File: src/pkg/sdo_pkg.sv
// Contract
// - Each step pulse stays active for the extra-step-length value plus one clock cycles.
// - After a direction output change no step pulse starts for the direction set-up count.
// - The direction output never changes while a step pulse is active; a write to config bit 5 during a pulse still flips it.
// - After a pulse ends the direction holds for a further extra-step-length plus one cycles.
// - By default the step output idles low and marks a step with a high pulse.
// - With config bit 3 set the step output idles high and marks a step with a low pulse.
// - With config bit 4 set the step output inverts once per step.
// - By default the direction output is high for negative and low for positive steps.
// - With config bit 5 cleared the direction output is high for positive steps.
package sdo_pkg;
  localparam int SDO_AW = 7;
  localparam int SDO_TW = 16;
  // Register offsets
  localparam logic [6:0] SDO_GLOBAL_CONFIG_ADDR = 7'h00;
  localparam logic [6:0] SDO_STEP_DIR_TIMING_ADDR = 7'h10;
  localparam logic [6:0] SDO_STATUS_ADDR = 7'h11;
  // Global config fields
  localparam int SDO_CFG_W = 6;
  localparam int SDO_STEP_POL_BIT = 3;
  localparam int SDO_TOGGLE_BIT = 4;
  localparam int SDO_DIR_POL_BIT = 5;
  localparam logic [5:0] SDO_CFG_RESET = 6'h20;
  // Timing register fields
  localparam int SDO_EXTRA_LSB = 0;
  localparam int SDO_SETUP_LSB = 16;
  localparam logic [31:0] SDO_TIMING_RESET = 32'h0000_0000;
  // Sequencer states
  typedef enum logic [3:0] {
    SDO_IDLE = 4'b0001,
    SDO_SETUP = 4'b0010,
    SDO_PULSE = 4'b0100,
    SDO_HOLD = 4'b1000
  } sdo_state_t;
endpackage

File: src/pkg/sdo_cnt_if.sv
`timescale 1ns/10ps
`default_nettype none
// Load and zero flag of one down counter
interface sdo_cnt_if #(parameter int W = 16);
  logic load;
  logic [W-1:0] value;
  logic zero;
  modport ctrl (output load, output value, input zero);
  modport cnt (input load, input value, output zero);
endinterface
`default_nettype wire

File: src/rtl/sdo_down_counter.sv
`timescale 1ns/10ps
`default_nettype none
// Loadable down counter that stops at zero
module sdo_down_counter #(
  parameter int W = 16
) (
  input wire logic clk_in,
  input wire logic srst_in,
  sdo_cnt_if.cnt port
);
  logic [W-1:0] count;

  // Load wins over the count
  always_ff @(posedge clk_in) begin
    if (srst_in) begin
      count <= '0;
    end else if (port.load) begin
      count <= port.value;
    end else if (count != '0) begin
      count <= count - 1'b1;
    end
  end

  assign port.zero = (count == '0);
endmodule // sdo_down_counter
`default_nettype wire

File: src/rtl/sdo_step_dir.sv
`timescale 1ns/10ps
`default_nettype none
// Step and direction output stage
module sdo_step_dir
  import sdo_pkg::*;
(
  input wire logic CORE_CLK_IN,
  input wire logic SRST_IN,
  input wire logic STEP_REQ_IN,
  input wire logic STEP_NEG_IN,
  output logic STEP_READY_OUT,
  input wire logic [SDO_AW-1:0] REG_ADDR_IN,
  input wire logic [31:0] REG_WDATA_IN,
  input wire logic REG_WR_IN,
  input wire logic REG_RD_IN,
  output logic [31:0] REG_RDATA_OUT,
  output logic STEP_PULSE_PIN_OUT,
  output logic DIRECTION_PIN_OUT
);
  logic [SDO_CFG_W-1:0] global_config;
  logic [31:0] step_dir_timing;
  sdo_state_t state;
  sdo_state_t next_state;
  logic pend;
  logic pend_neg;
  logic dir_neg;
  logic next_dir_neg;
  logic toggle_level;
  logic start_pulse;
  logic next_step_pin;
  logic take_req;
  logic step_inactive_pol;
  logic toggle_step;
  logic pol_dir_out;
  logic [SDO_TW-1:0] step_width_extra_cycles;
  logic [SDO_TW-1:0] dir_setup_cycles;

  sdo_cnt_if #(.W(SDO_TW)) tmr ();
  sdo_cnt_if #(.W(SDO_TW)) setup ();

  // Width timer and set-up timer
  sdo_down_counter #(.W(SDO_TW)) u_width_cnt (
    .clk_in(CORE_CLK_IN),
    .srst_in(SRST_IN),
    .port(tmr)
  );
  sdo_down_counter #(.W(SDO_TW)) u_setup_cnt (
    .clk_in(CORE_CLK_IN),
    .srst_in(SRST_IN),
    .port(setup)
  );

  // Config fields
  assign step_inactive_pol = global_config[SDO_STEP_POL_BIT];
  assign toggle_step = global_config[SDO_TOGGLE_BIT];
  assign pol_dir_out = global_config[SDO_DIR_POL_BIT];
  assign step_width_extra_cycles = step_dir_timing[SDO_EXTRA_LSB +: SDO_TW];
  assign dir_setup_cycles = step_dir_timing[SDO_SETUP_LSB +: SDO_TW];

  // Register writes
  always_ff @(posedge CORE_CLK_IN) begin
    if (SRST_IN) begin
      global_config <= SDO_CFG_RESET;
      step_dir_timing <= SDO_TIMING_RESET;
    end else if (REG_WR_IN) begin
      if (REG_ADDR_IN == SDO_GLOBAL_CONFIG_ADDR) begin
        global_config <= REG_WDATA_IN[SDO_CFG_W-1:0];
      end
      if (REG_ADDR_IN == SDO_STEP_DIR_TIMING_ADDR) begin
        step_dir_timing <= REG_WDATA_IN;
      end
    end
  end

  // Register reads, one cycle after the strobe
  always_ff @(posedge CORE_CLK_IN) begin
    if (SRST_IN) begin
      REG_RDATA_OUT <= 32'h0000_0000;
    end else if (REG_RD_IN) begin
      case (REG_ADDR_IN)
        SDO_GLOBAL_CONFIG_ADDR: REG_RDATA_OUT <= {26'h0000000, global_config};
        SDO_STEP_DIR_TIMING_ADDR: REG_RDATA_OUT <= step_dir_timing;
        SDO_STATUS_ADDR: REG_RDATA_OUT <= {26'h0000000, pend, dir_neg, state};
        default: REG_RDATA_OUT <= 32'h0000_0000;
      endcase
    end
  end

  // Request slot; a blocked request waits here
  assign take_req = STEP_REQ_IN && !pend;
  always_ff @(posedge CORE_CLK_IN) begin
    if (SRST_IN) begin
      pend <= 1'b0;
      pend_neg <= 1'b0;
    end else if (take_req) begin
      pend <= 1'b1;
      pend_neg <= STEP_NEG_IN;
    end else if (start_pulse) begin
      pend <= 1'b0;
    end
  end

  // Ready follows the slot
  always_ff @(posedge CORE_CLK_IN) begin
    if (SRST_IN) begin
      STEP_READY_OUT <= 1'b0;
    end else begin
      STEP_READY_OUT <= !(take_req || (pend && !start_pulse));
    end
  end

  // Sequencer decisions
  always_comb begin
    next_state = state;
    next_dir_neg = dir_neg;
    start_pulse = 1'b0;
    tmr.load = 1'b0;
    tmr.value = step_width_extra_cycles;
    setup.load = 1'b0;
    setup.value = dir_setup_cycles;
    case (state)
      SDO_IDLE: begin
        if (pend && (pend_neg != dir_neg)) begin
          next_dir_neg = pend_neg;
          setup.load = 1'b1;
          next_state = SDO_SETUP;
        end else if (pend) begin
          start_pulse = 1'b1;
        end
      end
      SDO_SETUP: begin
        if (setup.zero) begin
          start_pulse = 1'b1;
        end
      end
      SDO_PULSE: begin
        if (tmr.zero) begin
          tmr.load = 1'b1;
          next_state = SDO_HOLD;
        end
      end
      SDO_HOLD: begin
        if (tmr.zero) begin
          next_state = SDO_IDLE;
        end
      end
      default: next_state = SDO_IDLE;
    endcase
    if (start_pulse) begin
      tmr.load = 1'b1;
      next_state = SDO_PULSE;
    end
  end

  // State and logical direction
  always_ff @(posedge CORE_CLK_IN) begin
    if (SRST_IN) begin
      state <= SDO_IDLE;
      dir_neg <= 1'b0;
    end else begin
      state <= next_state;
      dir_neg <= next_dir_neg;
    end
  end

  // Toggle-mode level flips once per step; outside toggle mode it tracks the idle level
  always_ff @(posedge CORE_CLK_IN) begin
    if (SRST_IN) begin
      toggle_level <= 1'b0;
    end else if (!toggle_step) begin
      toggle_level <= step_inactive_pol; // No stray edge when toggle mode starts
    end else if (start_pulse) begin
      toggle_level <= !toggle_level;
    end
  end

  // Step pin level for the next cycle
  always_comb begin
    if (toggle_step) begin
      next_step_pin = toggle_level ^ start_pulse;
    end else if (next_state == SDO_PULSE) begin
      next_step_pin = !step_inactive_pol;
    end else begin
      next_step_pin = step_inactive_pol;
    end
  end

  // Pins straight from flops
  always_ff @(posedge CORE_CLK_IN) begin
    if (SRST_IN) begin
      STEP_PULSE_PIN_OUT <= 1'b0;
      DIRECTION_PIN_OUT <= 1'b0;
    end else begin
      STEP_PULSE_PIN_OUT <= next_step_pin;
      DIRECTION_PIN_OUT <= next_dir_neg ~^ global_config[SDO_DIR_POL_BIT];
    end
  end

  // Helper: cycles since last logical direction change, saturating
  logic [SDO_TW:0] since_dir;
  logic [SDO_TW:0] pulse_len;
  always_ff @(posedge CORE_CLK_IN) begin
    if (SRST_IN) begin
      since_dir <= '1;
      pulse_len <= '0;
    end else begin
      if (dir_neg != next_dir_neg) begin
        since_dir <= '0;
      end else if (since_dir != '1) begin
        since_dir <= since_dir + 1'b1;
      end
      if (state == SDO_PULSE) begin
        pulse_len <= pulse_len + 1'b1;
      end else begin
        pulse_len <= '0;
      end
    end
  end

  // Helper: cycles since the last pulse cycle, saturating
  logic [SDO_TW:0] since_end;
  always_ff @(posedge CORE_CLK_IN) begin
    if (SRST_IN) begin
      since_end <= '1;
    end else if (state == SDO_PULSE) begin
      since_end <= '0;
    end else if (since_end != '1) begin
      since_end <= since_end + 1'b1;
    end
  end
endmodule // sdo_step_dir
`default_nettype wire

File: config.mk
export PLATFORM = sky130hd
export DESIGN_NAME = sdo_step_dir
export DESIGN_NICKNAME = d
export VERILOG_FILES = /design/src/pkg/sdo_pkg.sv /design/src/pkg/sdo_cnt_if.sv /design/src/rtl/sdo_down_counter.sv /design/src/rtl/sdo_step_dir.sv
export SDC_FILE = /design/constraint.sdc
export NUM_CORES = 1
export LEC_CHECK = 0
export BUFFER_PORTS_ARGS = -buffer_cell sky130_fd_sc_hd__buf_2
export CAP_MARGIN = 20
export CORE_MARGIN = 1
export CORE_UTILIZATION = 51
export DETAILED_ROUTE_END_ITERATION = 6
export PLACE_DENSITY_LB_ADDON = 0.05
export SETUP_SLACK_MARGIN = 0.15
export SLEW_MARGIN = 20
export SYNTH_ARGS = -nofsm -noshare
export SYNTH_HDL_FRONTEND = slang
export SYNTH_SLANG_ARGS = --single-unit
File: constraint.sdc
create_clock -name CORE_CLK_IN -period 1.93 [get_ports CORE_CLK_IN]
set_input_delay 0.386 -clock CORE_CLK_IN [delete_from_list [all_inputs] [get_ports CORE_CLK_IN]]
set_output_delay 0.386 -clock CORE_CLK_IN [all_outputs]
set_load 0.05 [all_outputs]
* Yosys cells after proc, flatten, opt, wreduce, memory -nomap -nowiden *
Cells that the tools add are included.

operators by class
  $add $sub $neg = 2
  muxes and demuxes = 27
  equal/unequal tests = 9
  bitwise operators = 2
  reductions and logical operators = 19

operator list
  operator                 number
  $pmux W32 S3             1
  $mux W16                 4
  $logic_not A16 Y1        2
  $reduce_bool A16 Y1      2
  $sub A16 B1 Y16 const B  2
  $mux W1                  16
  $mux W4                  4
  $pmux W4 S4              1
  $eq A7 B5 Y1 const B     2
  $eq A4 B3 Y1 const B     2
  $logic_not A7 Y1         1
  $reduce_bool A2 Y1       3
  $logic_not A1 Y1         5
  $eq A4 B1 Y1 const B     1
  $eq A4 B2 Y1 const B     1
  $eq A4 B4 Y1 const B     1
  $reduce_and A2 Y1        2
  $logic_and A1 B1 Y1      3
  $ne A2 B1 Y1 const B     1
  $pmux W1 S2              1
  $logic_or A1 B1 Y1       1
  $ne A1 B1 Y1             1
  $xnor A1 B1 Y1           1
  $xor A1 B1 Y1            1

storage, ports and cells
  flip-flop bits (word level) = 113

* Depth between registers and ports, before layout *
  depth after elaboration = 8
  mapped depth = 8
  depth with buffers taken out = 7

* Hierarchy *
A second synthesis with hierarchy kept.

second synthesis, totals
  cells, all modules = 597
  area total of the unflattened synthesis = 5431.5 sq um

by module, submodules not included
  module            cells each  area an instance (sq um)  seq. area each (sq um)  times used
  sdo_step_dir      365         3502.1                    1621.6                  1
  sdo_down_counter  116         964.7                     320.3                   2

* Least setup slack after synthesis *
No wires, ideal clock.

  kind = flip-flop to flip-flop
  start point = register u_setup_cnt.count[0]
  end point = register u_setup_cnt.count[5]
  stages on the path, launching flop included = 9
  data arrival time = 1963 ps
  setup slack = -118 ps
  path buffers = 1
  path through = dfxtp_1 inv_1 ha_1 or4b_4 nor4_4 buf_2 nor3_1 xnor2_1 a211oi_1

between the ends
  cells in the longest elaborated chain, start to end = 3
  elaborated cells between the ends (all ways) = 5
  those cells by class = 1 x add/sub; 2 x mux; 2 x reduce/logical

RTL lines
  what                      RTL line                RTL
  start: declaration        sdo_down_counter.sv:11  logic [W-1:0] count;
  start signal: assignment  sdo_down_counter.sv:18  count <= port.value;
  start signal: assignment  sdo_down_counter.sv:20  count <= count - 1'b1;
  $sub A16 B1 Y16           sdo_down_counter.sv:20
  $mux W16                  sdo_down_counter.sv:19  end else if (count != '0) begin
  $mux W16                  sdo_down_counter.sv:17  end else if (port.load) begin

Parallel ways exist; a longest one is shown, timed or not. The select of a mux whose other input is x is not followed.
A chain may end at the register's enable or synchronous reset.

* Worst setup path after layout *
  start point = register u_setup_cnt.count[0]
  end point = register STEP_PULSE_PIN_OUT

between the ends
  cells in the longest elaborated chain, start to end = 7
  elaborated cells between the ends (all ways) = 8
  those cells by class = 1 x eq/ne; 5 x mux; 1 x bitwise; 1 x reduce/logical

RTL lines
  what                    RTL line                RTL
  $logic_not A16 Y1 (*)   sdo_down_counter.sv:24  assign port.zero = (count == '0);
  $mux W1 (*)             sdo_step_dir.sv:132     if (setup.zero) begin
  $pmux W1 S2 (*)         sdo_step_dir.sv:121     case (state)
  $mux W4                 sdo_step_dir.sv:149     if (start_pulse) begin
  $eq A4 B3 Y1            sdo_step_dir.sv:181     end else if (next_state == SDO_PULSE) begin
  $mux W1                 sdo_step_dir.sv:181
  $mux W1 (*)             sdo_step_dir.sv:179     if (toggle_step) begin
  end signal: assignment  sdo_step_dir.sv:194     STEP_PULSE_PIN_OUT <= next_step_pin;
  end: declaration        sdo_step_dir.sv:17      output logic STEP_PULSE_PIN_OUT,

Every way passes the cells marked *; elsewhere a longest branch is shown, timed or not.

==> results by group <==
STA
  – Final setup fails: 8
  – Fin crit share: 1.03
  – RSZ-0062 raised after global routing: yes
  – Max_slew headroom: 0.647
  – Fin crit period: approximately 2000 ps
  – Skew final: around 5.8 ps
  – PnR worst setup slack: -65.3 ps
  – Hold Violations, Final: 0
  – Slew @ Worst Pin: 526 ps
  – FMAX: 501 MHz
  – Post-Route Setup TNS: -177 ps
  – Fin. max-slew vios: 0

Flow run
  – # Max-Cap Violations: 0

Yosys
  – Most frequent cell after synthesis: dfxtp_1
  – Asr flop ratio synth: 0
  – Mapped Nets: around 630
  – Yosys top cell by area: dfxtp_1
  – Most used DFF post-synth: dfxtp_1
  – Cell variety after synth: 56
  – Cell area after synthesis: between 5000 and 6000 um^2
  – Sequential cell area fraction in the yosys report: 0.445
  – Synth top area share: 0.445
  – Ys Warns: 0
  – Gate count of the mapped netlist: 583
  – Synth cell count leaders: dfxtp_1 (113), nor2_1 (97), a21oi_1 (60), mux2i_1 (50), nor2b_1 (33)
  – Synthesized flop and latch total: 113
  – Top cells by area, synth: dfxtp_1 (45%), mux2i_1 (9.8%), nor2_1 (7.2%)
  – Avg Inst Size Synth: roughly 8.7 um^2
  – Post-synth EDFFs: 0

Clocking
  – Hold-fix buffers, CTS: 0
  – CTS buffer count: 17
  – Clk slew on worst S/H paths: approximately 60 ps
  – H-Tree Depth: 4
  – Clock sinks: between 100 and 150
  – Clock Tree Buf Depth: 2
  – CTS tree: yes
  – Clock latency at the later pin of the worst-skew pair: roughly 500 ps
  – Clk root buf: clkbuf_8

Die
  – # rows: 36
  – Die area: roughly 10000 um^2
  – Die W: approximately 100 um
  – Std-Cell Core Area: between 9000 and 10000 um^2
  – Height of the die: ~100 um
  – # IOs: 80
  – Initial Util: 0.522

Final layout
  – Layout Utilization: 0.706
  – Filler cells: approximately 790
  – Ant. Diodes: 0
  – Design Area, Final: 6870 um^2
  – Share of layout cells above drive strength 1: 0.325
  – Syn-to-layout area delta: 35.2%
  – Layout Nets: 747

Worst setup path
  – Reg-to-reg critical path endpoint: STEP_PULSE_PIN_OUT
  – Worst-case reg-to-reg path depth: 8
  – Critical path arrival: 2420 ps
  – Crit-path max cell delay: about 500 ps
  – Crit-path cells: inv_2 -> ha_1 -> or4b_4 -> nor4_4 -> buf_6 -> a21oi_4 -> mux2_4 -> o221ai_2
  – Maximum fanout along the worst path: 4
  – CP Data Required Time: 2360 ps
  – CP Launch Point: u_setup_cnt.count[0]
  – Critical Path End Type: flop
  – Origin of the critical flop-to-flop path: u_setup_cnt.count[0]
  – Slowest-stage cell, CP: or4b_4
  – Reg2reg setup slack: -70 ps
  – Kind of critical path: reg2reg
  – Setup crit start kind: flop

Placement
  – Placed cell area: a little under 6000 um^2
  – Post-DP HPWL: roughly 8400 um
  – # port buffers: ~80
  – RePlAce Congestion: approximately 0.85

Min path
  – Hold depth: 3
  – Hold EP: step_dir_timing[21]
  – Hold Crit Class: in2reg
  – Hold wc startpoint: REG_WDATA_IN[21]

Detailed routing
  – Via density: about 5.5
  – Routed WL: roughly 13000 um
  – Routed len/inst: 15.3 um
  – Via count: 4620
  – DR pass1 iterations: 4
  – 1st-iter DRT viols: 185
  – DRC viols: 0
  – Final ANT Viol Nets: 0

Power and ir drop
  – PwrDens: roughly 1300 nW/um^2
  – Leakage: between 3 and 4 nW
  – Tot Pwr: between 0.009 and 0.01 W
  – Peak supply drop: 0.630 mV

Status
  – Outcome: finished, violations left
  – Failing checks: negative setup slack

Global route
  – Gr usage total: 0.256
  – Largest net degree at the start of global routing: 52
  – First-pass GRT wire length: roughly 21000 um
  – Initial antenna violation count: 0
  – Vias in the first global route: 4325
  – GRT overflow: 0
## power by group
group	internal [W]	switching, W	total, W
logic	0.00161	0.00163	0.00323
clock network	0.00204	0.00112	0.00315
registers	0.00260	0.000278	0.00288
total	0.00625	0.00302	0.00927
## state kept, by name, indices dropped and copies added, names as in the netlist, 4 cells and up
| name | flops |
|---|---|
| REG_RDATA_OUT | 32 |
| global_config | 6 |
| state | 4 |
| step_dir_timing | 32 |
| u_setup_cnt.count | 16 |
| u_width_cnt.count | 16 |
## timing repair
action | 4_1_cts | 5_1_grt
setup buffers | 7 | 3
pin swaps | 14 | 16
resized for setup | 32 | 37
endpoints found under the setup margin | 38 | 40
cloned | 0 | 1
## final cells by class
class / instances / area (um^2) / share of cell area
clock buffer: 20 / 445 / 0.0648
clock inverter: 12 / 158 / 0.0229
inverter: 6 / 22.5 / 0.00328
multi-input combinational: 426 / 2920 / 0.426
sequential: 113 / 2270 / 0.330
tap: 133 / 166 / 0.0242
timing repair buffer: 134 / 887 / 0.129
## kinds of logic (layout without fill, tap and decap cells)
| group | Yosys count | in the layout | share of synthesized area |
|---|---|---|---|
| and+or+nand+nor | 232 | 232 | 0.235 |
| AOI/OAI and AO/OA | 118 | 118 | 0.138 |
| DFF | 113 | 113 | 0.445 |
| muxes | 51 | 51 | 0.101 |
| buffers and inverters | 44 | 172 | 0.0345 |
| xor gates and xnor gates | 21 | 21 | 0.0362 |
| adders and majority gates | 4 | 4 | 0.00985 |
## per-layer routing
layer,GRT usage,share of wire
met1,0.327,0.45
met3,0.0506,0.041
met2,0.431,0.50
met5,0,0
met4,0.0901,0.014
## per-stage QoR
stage / hold WS, ps / instances / setup WS [ps]
global route: 105 / 844 / -160
floorplan: 437 / 583 / 57.6
detailed placement: 458 / 801 / -75.3
CTS: 95.3 / 840 / -53.6
global placement: 455 / 801 / -32.0
finish: 111 / 844 / -65.3
## critical path: cells and delay by family (launching register included)
kind / cells / cell delay [ps]
simple gates: 2 / 670
mux: 1 / 340
flops: 1 / 320
compound gates: 2 / 240
buf+inv: 2 / 220
fa+ha+maj: 1 / 130
## how the worst max path moves through the flow
stage                             to  slack, ps  cells after the start
6_report          STEP_PULSE_PIN_OUT        -70                      8
5_1_grt           STEP_PULSE_PIN_OUT       -160                      8
4_1_cts           STEP_PULSE_PIN_OUT        -50                      8
3_5_place_dp   u_setup_cnt.count[11]        -80                      7
3_3_place_gp   u_setup_cnt.count[11]        -30                      7
2_1_floorplan     STEP_PULSE_PIN_OUT         60                      5
## cells in the final DEF, fill, tap and decap left out, types with 16 or more instances in the layout
master,Yosys,layout
dfxtp_1,113,108
nor2_1,97,94
buf_2,5,78
mux2i_1,50,50
a21oi_1,60,47
buf_4,1,45
nor2b_1,33,31
nand2_1,21,19
xnor2_1,17,17
clkbuf_16,0,16
Power figures use the tool's default switching activity.
